$ cat config.mk
export PLATFORM = sky130hd
export DESIGN_NAME = sys_control_regs
export DESIGN_NICKNAME = d
export VERILOG_FILES = /design/src/hw/sysctl_pkg.sv /design/src/hw/sys_control_regs.sv
export SDC_FILE = /design/constraint.sdc
export NUM_CORES = 1
export LEC_CHECK = 0
export ABC_AREA = 1
export BUFFER_PORTS_ARGS = -buffer_cell sky130_fd_sc_hd__buf_4
export CORE_ASPECT_RATIO = 0.75
export CORE_MARGIN = 5
export CORE_UTILIZATION = 40
export DETAILED_ROUTE_END_ITERATION = 10
export PLACE_DENSITY = 0.72
export REMOVE_ABC_BUFFERS = 1
export SYNTH_ARGS = -nofsm -noshare
export SYNTH_HDL_FRONTEND = slang
export SYNTH_SLANG_ARGS = --single-unit
export TNS_END_PERCENT = 50
$ cat constraint.sdc
create_clock -name CLK -period 3.69 [get_ports CLK]
set_input_delay 0.738 -clock CLK [delete_from_list [all_inputs] [get_ports CLK]]
set_output_delay 0.738 -clock CLK [all_outputs]
set_load 0.05 [all_outputs]
$ cat src/hw/sysctl_pkg.sv
package sysctl_pkg;

  // byte addresses on the register port
  localparam logic [31:0] ADDR_MAIN_CLOCK_SELECT = 32'h40001800;
  localparam logic [31:0] ADDR_CLOCK_SOURCE_CONTROL = 32'h40001804;
  localparam logic [31:0] ADDR_NMI_SOURCE_SELECT = 32'h4000f020;
  localparam logic [31:0] ADDR_SOFTWARE_RESET_TRIGGER = 32'h4000f024;
  localparam logic [31:0] ADDR_RESET_VALIDATION = 32'h4000f028;
  localparam logic [31:0] ADDR_WAKEUP_TIMER_CONTROL = 32'h4000f02c;
  localparam logic [31:0] ADDR_WAKEUP_TIMER_RELOAD = 32'h4000f030;
  localparam logic [31:0] ADDR_FAST_RC_TRIM = 32'h4000f0a8;
  localparam logic [31:0] ADDR_SLOW_RC_TRIM = 32'h4000f0ac;

  // write keys, carried in the upper halfword
  localparam int KEY_LSB = 16;
  localparam logic [15:0] KEY_SOFT_RESET = 16'h9eb3;
  localparam logic [15:0] KEY_FAST_TRIM = 16'ha6b5;
  localparam logic [15:0] KEY_SLOW_TRIM = 16'h4c3d;
  localparam logic [15:0] KEY_MAIN_CLOCK = 16'h570a;
  localparam logic [15:0] KEY_CLOCK_SOURCE = 16'ha507;

  localparam logic [7:0] SOFT_RESET_CODE = 8'h2d;
  localparam logic [7:0] RESET_VALID_CODE = 8'h55;

  // nmi source select fields
  localparam int NMI_ENABLE_BIT = 7;
  localparam int NMI_CLK_MON_BIT = 6;
  localparam int NMI_LINE_MSB = 4;

  // wake-up timer control fields
  localparam int WAKE_IEN_BIT = 7;
  localparam int WAKE_RELOAD_BIT = 1;
  localparam int WAKE_FLAG_BIT = 0;
  localparam int WAKE_VALUE_MSB = 23;
  localparam logic [23:0] WAKE_RELOAD_RESET = 24'h001f40;

  // trim fields
  localparam int FAST_COARSE_MSB = 8;
  localparam int FAST_COARSE_LSB = 6;
  localparam int FAST_FINE_MSB = 5;
  localparam int SLOW_CPL_MSB = 15;
  localparam int SLOW_CPL_LSB = 8;
  localparam int SLOW_COARSE_MSB = 7;
  localparam int SLOW_COARSE_LSB = 4;
  localparam int SLOW_FINE_MSB = 2;

  // clock source enables and main clock choice codes
  localparam int SRC_EN_MSB = 3;
  localparam logic [3:0] SRC_EN_RESET = 4'hc;
  localparam int SRC_EN_SUB_BIT = 0;
  localparam int SRC_EN_MAIN_BIT = 1;
  localparam int SRC_EN_FAST_BIT = 2;
  localparam int SRC_EN_SLOW_BIT = 3;
  localparam logic [1:0] CHOICE_FAST_INTERNAL_RC = 2'h0;
  localparam logic [1:0] CHOICE_EXTERNAL_MAIN_OSC = 2'h1;
  localparam logic [1:0] CHOICE_EXTERNAL_SUB_OSC = 2'h2;
  localparam logic [1:0] CHOICE_SLOW_INTERNAL_RC = 2'h3;

endpackage

$ cat src/hw/sys_control_regs.sv
// Chosen here: the address-and-strobe port.
`timescale 1ns/1ps
module sys_control_regs #(
  parameter int IRQ_LINE_COUNT = 32
) (
  // clock and reset
  input wire logic CLK,
  input wire logic RST_B,
  // register port
  input wire logic [31:0] ADDR,
  input wire logic [31:0] WDATA,
  input wire logic WR,
  input wire logic RD,
  output logic [31:0] RDATA,
  // non-maskable interrupt routing
  input wire logic [IRQ_LINE_COUNT-1:0] IRQ_LINES,
  input wire logic CLK_MON_IRQ,
  output logic NMI_REQ,
  // reset control
  input wire logic [7:0] RESET_CHECK,
  output logic SOFT_RESET_REQ,
  // wake-up timer
  output logic WAKE_IRQ,
  // oscillator trimming
  input wire logic [8:0] FACTORY_FAST_TRIM,
  input wire logic [7:0] FACTORY_SLOW_TRIM,
  output logic [8:0] FAST_TRIM,
  output logic [7:0] SLOW_TRIM,
  // clock sources
  output logic [3:0] CLK_SRC_EN,
  output logic [1:0] MAIN_CLK_SEL
);

  if (IRQ_LINE_COUNT < 1 || IRQ_LINE_COUNT > 32) begin : g_bad_count
    $error("IRQ_LINE_COUNT must lie in 1..32");
  end

  // a source may be chosen only while its oscillator is enabled
  function automatic logic source_enabled(input logic [1:0] choice, input logic [3:0] en);
    logic ok;
    ok = 1'b0;
    case (choice)
      sysctl_pkg::CHOICE_FAST_INTERNAL_RC: ok = en[sysctl_pkg::SRC_EN_FAST_BIT];
      sysctl_pkg::CHOICE_EXTERNAL_MAIN_OSC: ok = en[sysctl_pkg::SRC_EN_MAIN_BIT];
      sysctl_pkg::CHOICE_EXTERNAL_SUB_OSC: ok = en[sysctl_pkg::SRC_EN_SUB_BIT];
      default: ok = en[sysctl_pkg::SRC_EN_SLOW_BIT];
    endcase
    return ok;
  endfunction

  logic nmi_en_ff;
  logic nmi_mon_ff;
  logic [4:0] nmi_line_ff;
  logic nmi_req_ff;
  logic soft_rst_ff;
  logic [7:0] reset_val_ff;
  logic captured_ff;
  logic wake_ien_ff;
  logic wake_flag_ff;
  logic wake_pending_ff;
  logic wake_irq_ff;
  logic [23:0] wake_reload_ff;
  logic [23:0] wake_cnt_ff;
  logic [8:0] fast_trim_ff;
  logic [7:0] slow_trim_ff;
  logic [3:0] src_en_ff;
  logic [1:0] clk_choice_ff;
  logic [31:0] rdata_ff;

  wire [15:0] write_key = WDATA[31:sysctl_pkg::KEY_LSB];

  // address decode
  wire hit_nmi = (ADDR == sysctl_pkg::ADDR_NMI_SOURCE_SELECT);
  wire hit_soft_reset_code = (ADDR == sysctl_pkg::ADDR_SOFTWARE_RESET_TRIGGER);
  wire hit_valid = (ADDR == sysctl_pkg::ADDR_RESET_VALIDATION);
  wire hit_wctl = (ADDR == sysctl_pkg::ADDR_WAKEUP_TIMER_CONTROL);
  wire hit_wrld = (ADDR == sysctl_pkg::ADDR_WAKEUP_TIMER_RELOAD);
  wire hit_ftrim = (ADDR == sysctl_pkg::ADDR_FAST_RC_TRIM);
  wire hit_strim = (ADDR == sysctl_pkg::ADDR_SLOW_RC_TRIM);
  wire hit_mclk = (ADDR == sysctl_pkg::ADDR_MAIN_CLOCK_SELECT);
  wire hit_csrc = (ADDR == sysctl_pkg::ADDR_CLOCK_SOURCE_CONTROL);

  // write qualification, keyed except nmi and wake-up timer; a wrong key drops the whole write
  wire wr_nmi = WR && hit_nmi;
  wire wr_soft_reset_code = WR && hit_soft_reset_code && (write_key == sysctl_pkg::KEY_SOFT_RESET);
  wire wr_wctl = WR && hit_wctl;
  wire wr_wrld = WR && hit_wrld;
  wire wr_ftrim = WR && hit_ftrim && (write_key == sysctl_pkg::KEY_FAST_TRIM);
  wire slow_cpl_ok = (WDATA[sysctl_pkg::SLOW_CPL_MSB:sysctl_pkg::SLOW_CPL_LSB] == ~WDATA[7:0]);
  wire wr_strim = WR && hit_strim && (write_key == sysctl_pkg::KEY_SLOW_TRIM) && slow_cpl_ok;
  wire wr_mclk = WR && hit_mclk && (write_key == sysctl_pkg::KEY_MAIN_CLOCK);
  wire wr_csrc = WR && hit_csrc && (write_key == sysctl_pkg::KEY_CLOCK_SOURCE);

  // nmi source: selected line or clock monitor, gated by the enable
  logic [31:0] irq_ext;
  always_comb begin
    irq_ext = 32'h0;
    irq_ext[IRQ_LINE_COUNT-1:0] = IRQ_LINES;
  end
  wire line_hit = irq_ext[nmi_line_ff];
  wire mon_hit = nmi_mon_ff && CLK_MON_IRQ;
  wire nxt_nmi_req = nmi_en_ff && (line_hit || mon_hit);

  always_ff @(posedge CLK or negedge RST_B) begin
    if (!RST_B) begin
      nmi_en_ff <= 1'b0;
      nmi_mon_ff <= 1'b0;
      nmi_line_ff <= 5'h00;
      nmi_req_ff <= 1'b0;
    end else begin
      if (wr_nmi) begin
        nmi_en_ff <= WDATA[sysctl_pkg::NMI_ENABLE_BIT];
        nmi_mon_ff <= WDATA[sysctl_pkg::NMI_CLK_MON_BIT];
        nmi_line_ff <= WDATA[sysctl_pkg::NMI_LINE_MSB:0];
      end
      nmi_req_ff <= nxt_nmi_req;
    end
  end

  // soft reset request is a one-cycle pulse; the reset controller stretches it
  wire nxt_soft_rst = wr_soft_reset_code && (WDATA[7:0] == sysctl_pkg::SOFT_RESET_CODE);

  always_ff @(posedge CLK or negedge RST_B) begin
    if (!RST_B) begin
      soft_rst_ff <= 1'b0;
    end else begin
      soft_rst_ff <= nxt_soft_rst;
    end
  end

  // straps and factory trims cannot be loaded under async reset, so they are taken at the first edge after release
  always_ff @(posedge CLK or negedge RST_B) begin
    if (!RST_B) begin
      captured_ff <= 1'b0;
      reset_val_ff <= sysctl_pkg::RESET_VALID_CODE;
      fast_trim_ff <= 9'h000;
      slow_trim_ff <= 8'h00;
    end else begin
      captured_ff <= 1'b1;
      if (!captured_ff) begin
        reset_val_ff <= RESET_CHECK;
        fast_trim_ff <= FACTORY_FAST_TRIM;
        slow_trim_ff <= {FACTORY_SLOW_TRIM[7:4], 1'b0, FACTORY_SLOW_TRIM[2:0]};
      end else begin
        if (wr_ftrim) begin
          fast_trim_ff <= WDATA[sysctl_pkg::FAST_COARSE_MSB:0];
        end
        if (wr_strim) begin
          slow_trim_ff <= {WDATA[sysctl_pkg::SLOW_COARSE_MSB:sysctl_pkg::SLOW_COARSE_LSB], 1'b0,
                           WDATA[sysctl_pkg::SLOW_FINE_MSB:0]};
        end
      end
    end
  end

  // wake-up timer: down counter, request and reload when it reaches zero
  wire wake_tick = (wake_cnt_ff == 24'h000000);
  wire flag_clear = wr_wctl && WDATA[sysctl_pkg::WAKE_FLAG_BIT];
  wire nxt_wake_flag = wake_tick || (wake_flag_ff && !flag_clear);
  wire nxt_wake_irq = wake_ien_ff && wake_flag_ff;
  wire [23:0] nxt_wake_cnt = (wake_pending_ff || wake_tick) ? wake_reload_ff : wake_cnt_ff - 24'h000001;

  always_ff @(posedge CLK or negedge RST_B) begin
    if (!RST_B) begin
      wake_ien_ff <= 1'b0;
      wake_flag_ff <= 1'b0;
      wake_pending_ff <= 1'b0;
      wake_irq_ff <= 1'b0;
      wake_reload_ff <= sysctl_pkg::WAKE_RELOAD_RESET;
      wake_cnt_ff <= sysctl_pkg::WAKE_RELOAD_RESET;
    end else begin
      if (wr_wctl) begin
        wake_ien_ff <= WDATA[sysctl_pkg::WAKE_IEN_BIT];
      end
      wake_pending_ff <= wr_wctl && WDATA[sysctl_pkg::WAKE_RELOAD_BIT];
      if (wr_wrld) begin
        wake_reload_ff <= WDATA[sysctl_pkg::WAKE_VALUE_MSB:0];
      end
      wake_cnt_ff <= nxt_wake_cnt;
      wake_flag_ff <= nxt_wake_flag;
      wake_irq_ff <= nxt_wake_irq;
    end
  end

  // main clock choice refuses a source that is currently disabled
  wire choice_ok = source_enabled(WDATA[1:0], src_en_ff);

  always_ff @(posedge CLK or negedge RST_B) begin
    if (!RST_B) begin
      src_en_ff <= sysctl_pkg::SRC_EN_RESET;
      clk_choice_ff <= sysctl_pkg::CHOICE_FAST_INTERNAL_RC;
    end else begin
      if (wr_csrc) begin
        src_en_ff <= WDATA[sysctl_pkg::SRC_EN_MSB:0];
      end
      if (wr_mclk && choice_ok) begin
        clk_choice_ff <= WDATA[1:0];
      end
    end
  end

  // read mux; key fields and write-only registers read zero
  logic [31:0] rd_mux;
  always_comb begin
    rd_mux = 32'h0;
    if (hit_nmi) begin
      rd_mux = {24'h0, nmi_en_ff, nmi_mon_ff, 1'b0, nmi_line_ff};
    end else if (hit_valid) begin
      rd_mux = {24'h0, reset_val_ff};
    end else if (hit_wctl) begin
      rd_mux = {24'h0, wake_ien_ff, 5'h00, wake_pending_ff, wake_flag_ff};
    end else if (hit_wrld) begin
      rd_mux = {8'h00, wake_reload_ff};
    end else if (hit_ftrim) begin
      rd_mux = {23'h0, fast_trim_ff};
    end else if (hit_strim) begin
      rd_mux = {24'h0, slow_trim_ff};
    end else if (hit_mclk) begin
      rd_mux = {30'h0, clk_choice_ff};
    end else if (hit_csrc) begin
      rd_mux = {28'h0, src_en_ff};
    end
  end

  always_ff @(posedge CLK or negedge RST_B) begin
    if (!RST_B) begin
      rdata_ff <= 32'h0;
    end else begin
      rdata_ff <= RD ? rd_mux : 32'h0;
    end
  end

  assign RDATA = rdata_ff;
  assign NMI_REQ = nmi_req_ff;
  assign SOFT_RESET_REQ = soft_rst_ff;
  assign WAKE_IRQ = wake_irq_ff;
  assign FAST_TRIM = fast_trim_ff;
  assign SLOW_TRIM = slow_trim_ff;
  assign CLK_SRC_EN = src_en_ff;
  assign MAIN_CLK_SEL = clk_choice_ff;

  a_nmi_enable_gate: assert property (@(posedge CLK) disable iff (!RST_B)
    !nmi_en_ff |=> !NMI_REQ)
    else $error("nmi raised while disabled");

  a_clk_mon_route: assert property (@(posedge CLK) disable iff (!RST_B)
    (nmi_en_ff && nmi_mon_ff && CLK_MON_IRQ) |=> NMI_REQ)
    else $error("clock monitor not routed to nmi");

  a_nmi_line_pick: assert property (@(posedge CLK) disable iff (!RST_B)
    (nmi_en_ff && !CLK_MON_IRQ) |=> (NMI_REQ == $past(irq_ext[nmi_line_ff])))
    else $error("nmi does not follow selected line");

  a_soft_reset_code_bad_key: assert property (@(posedge CLK) disable iff (!RST_B)
    (WR && hit_soft_reset_code && write_key != sysctl_pkg::KEY_SOFT_RESET) |=> !SOFT_RESET_REQ)
    else $error("soft reset taken with wrong key");

  a_soft_reset_code_code: assert property (@(posedge CLK) disable iff (!RST_B)
    wr_soft_reset_code |=> (SOFT_RESET_REQ == ($past(WDATA[7:0]) == sysctl_pkg::SOFT_RESET_CODE)))
    else $error("soft reset pulse does not match code");

  a_wake_irq_gate: assert property (@(posedge CLK) disable iff (!RST_B)
    (wake_ien_ff && wake_flag_ff) |=> WAKE_IRQ)
    else $error("wake interrupt missing");

  a_wake_reload_load: assert property (@(posedge CLK) disable iff (!RST_B)
    (wr_wctl && WDATA[sysctl_pkg::WAKE_RELOAD_BIT]) |=> ##1 (wake_cnt_ff == $past(wake_reload_ff) && !wake_pending_ff))
    else $error("counter not reloaded");

  a_wake_flag_set: assert property (@(posedge CLK) disable iff (!RST_B)
    wake_tick |=> wake_flag_ff)
    else $error("wake flag lost on request");

  a_fast_trim_key: assert property (@(posedge CLK) disable iff (!RST_B)
    (captured_ff && WR && hit_ftrim && write_key != sysctl_pkg::KEY_FAST_TRIM) |=> $stable(FAST_TRIM))
    else $error("fast trim changed by unkeyed write");

  a_slow_trim_cpl: assert property (@(posedge CLK) disable iff (!RST_B)
    (captured_ff && WR && hit_strim && !slow_cpl_ok) |=> $stable(SLOW_TRIM))
    else $error("slow trim changed with bad complement");

  a_clock_refuse: assert property (@(posedge CLK) disable iff (!RST_B)
    (wr_mclk && !source_enabled(WDATA[1:0], src_en_ff)) |=> $stable(MAIN_CLK_SEL))
    else $error("disabled source was selected");

  a_clk_src_key: assert property (@(posedge CLK) disable iff (!RST_B)
    (WR && hit_csrc && write_key != sysctl_pkg::KEY_CLOCK_SOURCE) |=> $stable(CLK_SRC_EN))
    else $error("clock sources changed by unkeyed write");

  a_nmi_cfg_write: assert property (@(posedge CLK) disable iff (!RST_B)
    wr_nmi |=> (nmi_line_ff == $past(WDATA[sysctl_pkg::NMI_LINE_MSB:0])
      && nmi_en_ff == $past(WDATA[sysctl_pkg::NMI_ENABLE_BIT])))
    else $error("nmi source fields not stored");

  a_soft_reset_code_no_cause: assert property (@(posedge CLK) disable iff (!RST_B)
    !wr_soft_reset_code |=> !SOFT_RESET_REQ)
    else $error("soft reset pulse without keyed write");

  a_reset_valid_ro: assert property (@(posedge CLK) disable iff (!RST_B)
    captured_ff |=> $stable(reset_val_ff))
    else $error("validation byte changed after capture");

  a_wake_irq_off: assert property (@(posedge CLK) disable iff (!RST_B)
    !wake_ien_ff |=> !WAKE_IRQ)
    else $error("wake interrupt raised while disabled");

  a_wake_count_down: assert property (@(posedge CLK) disable iff (!RST_B)
    (!wake_pending_ff && !wake_tick) |=> (wake_cnt_ff == $past(wake_cnt_ff) - 24'h000001))
    else $error("wake counter did not step down");

  a_wake_flag_clear: assert property (@(posedge CLK) disable iff (!RST_B)
    (flag_clear && !wake_tick) |=> !wake_flag_ff)
    else $error("wake flag not cleared by write one");

  a_wake_reload_write: assert property (@(posedge CLK) disable iff (!RST_B)
    wr_wrld |=> (wake_reload_ff == $past(WDATA[sysctl_pkg::WAKE_VALUE_MSB:0])))
    else $error("reload value not stored");

  a_fast_trim_factory: assert property (@(posedge CLK) disable iff (!RST_B)
    !captured_ff |=> (FAST_TRIM == $past(FACTORY_FAST_TRIM)))
    else $error("fast trim not taken from factory value");

  a_fast_trim_load: assert property (@(posedge CLK) disable iff (!RST_B)
    (captured_ff && wr_ftrim) |=> (FAST_TRIM == $past(WDATA[sysctl_pkg::FAST_COARSE_MSB:0])))
    else $error("keyed fast trim write not stored");

  a_slow_trim_factory: assert property (@(posedge CLK) disable iff (!RST_B)
    !captured_ff |=> (SLOW_TRIM == {$past(FACTORY_SLOW_TRIM[7:4]), 1'b0, $past(FACTORY_SLOW_TRIM[2:0])}))
    else $error("slow trim not taken from factory value");

  a_slow_trim_load: assert property (@(posedge CLK) disable iff (!RST_B)
    (captured_ff && wr_strim) |=>
      (SLOW_TRIM[7:4] == $past(WDATA[sysctl_pkg::SLOW_COARSE_MSB:sysctl_pkg::SLOW_COARSE_LSB])
      && SLOW_TRIM[2:0] == $past(WDATA[sysctl_pkg::SLOW_FINE_MSB:0]) && !SLOW_TRIM[3]))
    else $error("keyed slow trim write not stored");

  a_slow_trim_key: assert property (@(posedge CLK) disable iff (!RST_B)
    (captured_ff && WR && hit_strim && write_key != sysctl_pkg::KEY_SLOW_TRIM) |=> $stable(SLOW_TRIM))
    else $error("slow trim changed by unkeyed write");

  a_main_clock_key: assert property (@(posedge CLK) disable iff (!RST_B)
    (WR && hit_mclk && write_key != sysctl_pkg::KEY_MAIN_CLOCK) |=> $stable(MAIN_CLK_SEL))
    else $error("main clock changed by unkeyed write");

  a_main_clock_take: assert property (@(posedge CLK) disable iff (!RST_B)
    (wr_mclk && source_enabled(WDATA[1:0], src_en_ff)) |=> (MAIN_CLK_SEL == $past(WDATA[1:0])))
    else $error("enabled source not selected");

  a_clk_src_take: assert property (@(posedge CLK) disable iff (!RST_B)
    wr_csrc |=> (CLK_SRC_EN == $past(WDATA[sysctl_pkg::SRC_EN_MSB:0])))
    else $error("keyed clock source write not stored");

  a_rdata_idle: assert property (@(posedge CLK) disable iff (!RST_B)
    !RD |=> (RDATA == 32'h0))
    else $error("read data shown without a read");

  a_key_reads_zero: assert property (@(posedge CLK) disable iff (!RST_B)
    (RD && (hit_soft_reset_code || hit_ftrim || hit_strim || hit_mclk || hit_csrc)) |=>
      (RDATA[31:sysctl_pkg::KEY_LSB] == 16'h0000))
    else $error("key field read back nonzero");

endmodule // sys_control_regs

==> out/results.ini, run 1 <==
[layout]
final_area_mm2=0.00837
antenna_cells=0
drive_gt1_frac=0.286
final_nets=1089
area_delta_synth_final_pct=33.2

[worst_setup_path]
cp.arrival_ps=2680
startpoint_type=register
cpPeakStageDelay_ps=500
crit_type=register to register
regToRegEndpoint=wake_cnt_ff[11]$_DFF_PN1_
crit_start=wake_cnt_ff[16]$_DFF_PN0_
crit_path_end=wake_cnt_ff[11]$_DFF_PN1_
path_cells=nor2_1 -> nand2_1 -> nor4_1 -> nand2_1 -> nand2_2 -> inv_2 -> o21ai_0
rr_startpoint=wake_cnt_ff[16]$_DFF_PN0_
end_kind=register
required_ps=4020
critPathMaxFanout=32
rrSetupSlack_ps=1330
critical-path-slowest-cell=nand2_2
path_common_cell=nand2_1
reg2regPathDepth=7

[timing]
fin_crit_sh=0.638
hold_viol_final=0
skew_ps=14.1
fmax_mhz=425
drv_slew=0
holdWs_ps=328
tns_ps=0
worstMarginPinSlew_ps=856
max-slew-margin-rel=0.430
rsz0062_at_grt=no
layout_min_cycle_time_ps=2360
postLayoutSetupSlackWorst_ps=1330
final-setup-viol-count=0

[synth]
yosys.area_share.simple=0.251
syn_avg_cell_area_um2=7.97
ys.flop_type=dfrtp_1
synth_top_area_cell=dfrtp_1
syn-cell-area_mm2=0.00628
synth_top_family_by_area=simple AND/OR/NAND/NOR gates
yosys.area_share.xor_xnor=0.0279
synth_top_cell_area_share=0.390
ys_top_cells_by_count=183 x nand2_1, 98 x dfrtp_1, 89 x nor2_1, 87 x o21ai_0, 86 x inv_1
yosys.cell_count.top_type=nand2_1
ys_types=48
ys_warn_count=0
synth_compound_area_frac=0.127
synth-seq-cells=116
synth_fa_ha_area_frac=0.00398
synth_edf_count=0
synth_cells=789
synthMuxAreaShare=0.0390
async_flop_share=1.00
synth_area_leaders=dfrtp_1 39%, nand2_1 11%, dfstp_2 7.5%
ys_seq_area_frac=0.465

[drt]
drtPass1Iterations=7
finalWirelength_um=19400
viasPerCell=5.11
drtAntennaViolNets=0
wl_per_cell_um=16.4
remaining_drc_errors=0
dr_total_vias=6024
drtIter0Drc=419

[placement]
hpwl_um=14400
post-place-ws_ps=1060
portBuffers=173
placed_area_mm2=0.00774
place_congestion=0.877

[power]
p_per_area_mw_per_mm2=423
finalPower_mw=3.54
leakage_nw=4.17
irDropWorstVdd_uv=336

[floorplan]
die_h_um=119
core-area_mm2=0.0153
io_pins=184
rows=39
start_util=0.410
die_area_mm2=0.0183
die_x_um=155

[clocking]
postCtsSetupRepairBufs=0
holdBufCountCts=0
path_clk_slew_ps=60
h-tree-depth=4
clock_sinks=116
cts_buffer_depth=2
ctsRootBufferMaster=clkbuf_16
cts_tree=built
cts_resized=0
numCtsBuffers=17
clkLatencyLatePin_ps=420

[global_routing]
grt_max_degree=68
grt_overflow=0
grtUsageTotal=0.213
grt_first_pass_wirelength_um=30900
grt_pass1_vias=5890
grt_antenna_before_repair=0

[hold_path]
hold_path.class=input port to async pin

[job]
drv_cap=0

[status]
status=finished clean

-- sequential cells by signal, indices dropped and copies added, names as in the netlist --
name,count
wake_reload_ff,24
nmi_mon_ff,1
wake_cnt_ff,24
wake_pending_ff,1
FAST_TRIM,9
wake_ien_ff,1
nmi_en_ff,1
SOFT_RESET_REQ,1
nmi_line_ff,5
WAKE_IRQ,1
captured_ff,1
CLK_SRC_EN,4
RDATA,24
NMI_REQ,1
wake_flag_ff,1
SLOW_TRIM,7
MAIN_CLK_SEL,2
reset_val_ff,8
-- layout by cell type (no fill, tap or decap), types with 14 or more instances in the layout --
cell type,instances
dfstp_2,18
buf_4,177
mux2_2,19
xnor2_1,14
nor3_1,15
a21oi_1,14
inv_1,86
nand3_1,33
clkbuf_16,17
nor2_1,89
dfrtp_1,98
o21ai_0,87
nand2_1,183
-- kinds of logic after synthesis --
group                      count (synthesis)
and+or+nand+nor                          361
AOI/OAI and AO/OA                        141
buffers and inverters                    125
DFF                                      116
muxes                                     22
xor gates and xnor gates                  20
adders and majority gates                  2
other                                      2
-- cell type report --
class / instances / area (um2)
flip-flops and latches: 116 / 2930
inverters: 92 / 345
multi-input cells: 556 / 2860
clock buffers: 19 / 453
clock inverters: 13 / 181
fillers: 1438 / 6950
well taps: 205 / 256
repair buffers: 178 / 1350
-- worst max-delay path, delay by kind of cell, from the launching register on --
kind                   cells  cell delay, ps
flip-flops                 1             410
AO/OA/AOI/OAI              1             260
AND/OR/NAND/NOR            5            1280
buffers and inverters      1             300
-- worst min-delay path by stage --
stage	from	endpoint	slack, ps	cells after the start
CTS	RST_B	SOFT_RESET_REQ$_DFF_PN0_	370	1
finish	RST_B	SOFT_RESET_REQ$_DFF_PN0_	330	1
global placement	wake_cnt_ff[0]$_DFF_PN0_	wake_cnt_ff[0]$_DFF_PN0_	460	1
floorplan	RST_B	CLK_SRC_EN[0]$_DFFE_PN0P_	440	0
global route	RST_B	SOFT_RESET_REQ$_DFF_PN0_	400	1
detailed placement	wake_cnt_ff[0]$_DFF_PN0_	wake_cnt_ff[0]$_DFF_PN0_	470	1
-- power breakdown --
group          total [mW]  leakage (nW)  internal, mW  switching (mW)
sequential           1.34          1.51          1.31          0.0273
clock                1.77         0.297          1.16           0.608
combinational       0.439          2.36         0.170           0.269
total                3.54          4.17          2.64           0.904
-- metrics by stage --
stage / cells / util
2_1_floorplan: 764 / -
3_3_place_gp: 1147 / 0.505
3_5_place_dp: 1147 / 0.505
4_1_cts: 1179 / 0.546
5_1_grt: 1179 / 0.546
6_report: 1179 / 0.546
-- routing by layer --
metal,GRT usage,wire [um],vias to the layer above
met1,0.313,8980,2821
met3,0.0555,1640,32
met4,0.0662,388,0
li1,-,-,2903
met2,0.309,8380,268
met5,0,0,-
(Power assumes the default switching activity.)
==> run 2: changes to the inputs <==
- PLACE_DENSITY: 0.72 -> 0.75
- clock period: 3.69 -> 2.02 ns (I/O delays scaled with it)
==> run 2 against run 1 <==
Compared with the run above:
- clock-buffer cell count is 3 higher
- final cell count is 2.7% higher
- non-clock buffer count is 32 higher
==> out/results.ini, run 2 (synthesis results as in run 1) <==
[global_routing]
grt_first_pass_wirelength_um=30600
grt_pass1_vias=5971
grt_max_degree=117
grtUsageTotal=0.212
grt_antenna_before_repair=0
grt_overflow=0

[timing]
drv_slew=0
max-slew-margin-rel=0.557
postLayoutSetupSlackWorst_ps=169
worstMarginPinSlew_ps=665
fin_crit_sh=0.916
layout_min_cycle_time_ps=1850
skew_ps=6.49
fmax_mhz=540
rsz0062_at_grt=no
final-setup-viol-count=0
hold_viol_final=0

[drt]
drtAntennaViolNets=0
remaining_drc_errors=0
drtIter0Drc=557
wl_per_cell_um=16.0
dr_total_vias=6087
viasPerCell=5.03
drtPass1Iterations=5
finalWirelength_um=19300

[floorplan]
die_h_um=119
die_area_mm2=0.0183
core-area_mm2=0.0153
io_pins=184
start_util=0.410
rows=39
die_x_um=155

[worst_setup_path]
critical-path-slowest-cell=dfrtp_1
path_delay_family=simple AND/OR/NAND/NOR gates
path_common_cell=nand2_1
cp.arrival_ps=2180
cpPeakStageDelay_ps=370
rrSetupSlack_ps=170
startpoint_type=register
required_ps=2350
crit_buf_inv=3
end_kind=register
critPathMaxFanout=19
crit_type=register to register
path_cells=inv_1 -> buf_4 -> ha_1 -> nand2_1 -> nor4_1 -> nand2_1 -> nand2_2 -> buf_4 -> nand2_1 -> o21ai_0

[clocking]
numCtsBuffers=17
holdBufCountCts=0
cts_tree=built
h-tree-depth=4
postCtsSetupRepairBufs=0
ctsRootBufferMaster=clkbuf_16
path_clk_slew_ps=50
clkLatencyLatePin_ps=420
clock_sinks=116
cts_buffer_depth=2

[layout]
final_nets=1121
final_cell_mix=205 x buf_4, 183 x nand2_1, 98 x dfrtp_1
final_common_cell=buf_4
post_layout_nonfiller_instances=1211
drive_gt1_frac=0.307
seq_area_mm2=0.00293
area_delta_synth_final_pct=37.2
multi_input_area_mm2=0.00287
antenna_cells=0
nFillCells=1398

[job]
drv_cap=0

[power]
irDropWorstVdd_uv=651
leakage_nw=4.34
p_per_area_mw_per_mm2=732

[placement]
post-place-ws_ps=27.7
place_congestion=0.897
hpwl_um=14800
dp.cells=1179
portBuffers=173

[hold_path]
hold_path.class=input port to async pin

[status]
status=finished clean

run 2: changes by cell type in the layout (fill, tap and decap cells not counted):
cell,change
clkinvlp_4,-3
bufinv_16,-1
and3_1,-1
buf_4,+28
clkinv_4,-1
clkbuf_1,+3
clkinv_2,+2
nor3_2,-1
buf_12,+3
buf_6,+1
nor3_4,+1
and3_4,+1
run 2: area by class of cell:
cell class,instances,area share
multi-input cells,556,0.333
flip-flops and latches,116,0.339
repair buffers,210,0.189
inverters,92,0.0400
well taps,205,0.0297
clock inverters,10,0.0151
clock buffers,22,0.0538
run 2: final timing paths:
kind	to	depth (start not counted)	start
min reg2reg	wake_reload_ff[22]$_DFFE_PN0P_	2	wake_reload_ff[22]$_DFFE_PN0P_
max reg2reg	wake_cnt_ff[0]$_DFF_PN0_	10	wake_cnt_ff[0]$_DFF_PN0_
max	wake_cnt_ff[0]$_DFF_PN0_	10	wake_cnt_ff[0]$_DFF_PN0_
min in group CLK	reset_val_ff[6]$_DFFE_PN1N_	2	RESET_CHECK[6]
min	RDATA[7]$_DFF_PN0_	2	RST_B
max in group asynchronous	RDATA[10]$_DFF_PN0_	2	RST_B
run 2: routing by layer:
metal  vias up  global-route usage  wire, um  share of wire
met5         -                   0         0              0
met4         0              0.0629       327          0.017
met3        26              0.0537      1730          0.090
met2       285               0.323      8650           0.45
met1      2812               0.299      8610           0.45
li1       2964                   -         -              -
run 2: per-stage QoR:
step                       util  hold slack (ps)  area, um2  TNS, ps  total power, mW
after global routing      0.563              117       8620        0             6.52
after floorplan               -              108       6130    -1140             2.85
after CTS                 0.562             99.7       8610        0             6.33
final                     0.563             18.9       8620        0             6.31
after detailed placement  0.523              479       8020        0             3.31
after global placement    0.523              464       8020        0             3.30
run 2: power breakdown:
group | switching, mW | internal (mW) | total, mW
Clock | 1.05 | 1.99 | 3.04
Sequential | 0.0443 | 2.39 | 2.44
Combinational | 0.503 | 0.336 | 0.839
Total | 1.59 | 4.72 | 6.31
run 2: what timing repair did:
| item | CTS | global route |
|---|---|---|
| hold endpoints to repair | 0 | 0 |
| endpoints found under the setup margin | 0 | 2 |
| gates resized for setup | 0 | 3 |
==> run 3: changes to the inputs <==
- RECOVER_POWER: unset -> 100
==> run 3 against run 2 <==
Compared with the run above:
- the flow now finishes with violations (max-capacitance violations, max-slew violations)
- via count about the same
- final cell count stayed put
- sequential share of layout area is 1.1 points higher
- total power decreased by 0.91%
- routed wire length decreased by 0.36%
- combinational power fell by 5.5%
- utilization is 1.8 points lower
- setup slack better by 2.2 ps
- critical path type is now register to output port
- largest power group unchanged
==> out/results.ini, run 3 (synthesis results as in run 1) <==
[floorplan]
die_area_mm2=0.0183
die_x_um=155
start_util=0.410
rows=39
io_pins=184
die_h_um=119
core-area_mm2=0.0153

[status]
violations=max-capacitance violations, max-slew violations
status=finished, violations left

[global_routing]
grt_pass1_vias=5971
grt_util_met2=0.323
grt_overflow=0
grtUsageTotal=0.212
grt.busiest_layer=met2
grt_antenna_before_repair=0
grt_util_met1=0.299
met3_usage=0.0537
grt_max_degree=117
grt_first_pass_wirelength_um=30600

[clocking]
clock_sinks=116
cts_tree=built
numCtsBuffers=17
path_clk_slew_ps=60
ctsRootBufferMaster=clkbuf_16
postCtsSetupRepairBufs=0
holdBufCountCts=0
clkLatencyLatePin_ps=420
cts_resized=0
h-tree-depth=4
cts_buffer_depth=2

[worst_setup_path]
startpoint_type=register
end_kind=output port
critical-path-slowest-cell=dfstp_2
path_delay_family=flip-flops
rr_startpoint=wake_cnt_ff[0]$_DFF_PN0_
cp.arrival_ps=1440
crit_buf_inv=1
cpPeakStageDelay_ps=560
crit_type=register to output port
required_ps=1620
crit_start=CLK_SRC_EN[2]$_DFFE_PN1P_
critPathMaxFanout=4
path_cells=clkbuf_1

[drt]
viasPerCell=5.02
dr_total_vias=6085
drtAntennaViolNets=0
remaining_drc_errors=0
drtPass1Iterations=5
wl_per_cell_um=15.9
drtIter0Drc=513
finalWirelength_um=19300

[timing]
fmax_mhz=541
rsz0062_at_grt=no
final-setup-viol-count=0
layout_min_cycle_time_ps=1850
tns_ps=0
fin_crit_sh=0.915
max-slew-margin-rel=-0.0598
skew_ps=6.99
worstMarginPinSlew_ps=1590
hold_viol_final=0
drv_slew=117

[power]
irDropWorstVdd_uv=632
leakage_nw=4.09
finalPower_mw=6.25
p_per_area_mw_per_mm2=750

[job]
drv_cap=1

[layout]
antenna_cells=0
final_nets=1121
area_delta_synth_final_pct=32.7
final_cell_mix=185 x nand2_1, 141 x buf_4, 98 x dfrtp_1
drive_gt1_frac=0.244
fin_util=0.544
final_common_cell=nand2_1

[placement]
portBuffers=173
hpwl_um=14800
place_congestion=0.897

[hold_path]
hold_path.class=input port to register
worstHoldStart=RESET_CHECK[6]

## run 3: cell types whose count changed in the layout (fill, tap and decap cells not counted), sizes merged
cell	delta
buf	-67
clkbuf	+67
## run 3: final cells by class
cell class                      count  area [um2]
Clock buffer                       22         464
Clock inverter                     10         130
Fill cell                        1470        6980
Inverter                           92         345
Multi-Input combinational cell    556        2850
Sequential cell                   116        2930
Tap cell                          205         256
Timing Repair Buffer              210        1370
## run 3: layer usage
metal  vias up  share of wire
li1       2972              -
met1      2844           0.46
met2       244           0.45
met3        25          0.078
met4         0          0.016
met5         -              0
## run 3: worst reg2reg max path, stage by stage (launching register included)
cell	delay, ps
dfrtp_1	380
inv_1	80
buf_4	120
ha_1	140
nand2_1	50
nor4_1	270
nand2_1	160
nand2_2	150
buf_4	250
nand2_1	80
o21ai_0	90
## run 3: power breakdown
| part | switching [mW] | leakage, nW | internal, mW | total [mW] |
|---|---|---|---|---|
| Combinational | 0.501 | 2.29 | 0.293 | 0.793 |
| Clock | 1.04 | 0.290 | 1.99 | 3.02 |
| Sequential | 0.0436 | 1.51 | 2.39 | 2.44 |
## run 3: final timing paths
check / end / slack, ps / cells past startpoint
max in group asynchronous: RDATA[10]$_DFF_PN0_ / 510 / 2
setup / recovery: CLK_SRC_EN[2] / 170 / 1
hold / removal: reset_val_ff[6]$_DFFE_PN1N_ / 220 / 2
min in group asynchronous: RDATA[7]$_DFF_PN0_ / 450 / 2
setup reg to reg: wake_cnt_ff[0]$_DFF_PN0_ / 180 / 10
hold reg to reg: wake_reload_ff[22]$_DFFE_PN0P_ / 480 / 2
## run 3: through the flow
step	std cells	hold slack (ps)	cell area (um2)	setup slack [ps]
2_1_floorplan	764	108	6130	-153
3_3_place_gp	1179	464	8020	55.3
3_5_place_dp	1179	479	8020	27.7
4_1_cts	1211	99.7	8610	162
5_1_grt	1211	212	8340	0.154
6_report	1211	218	8340	172
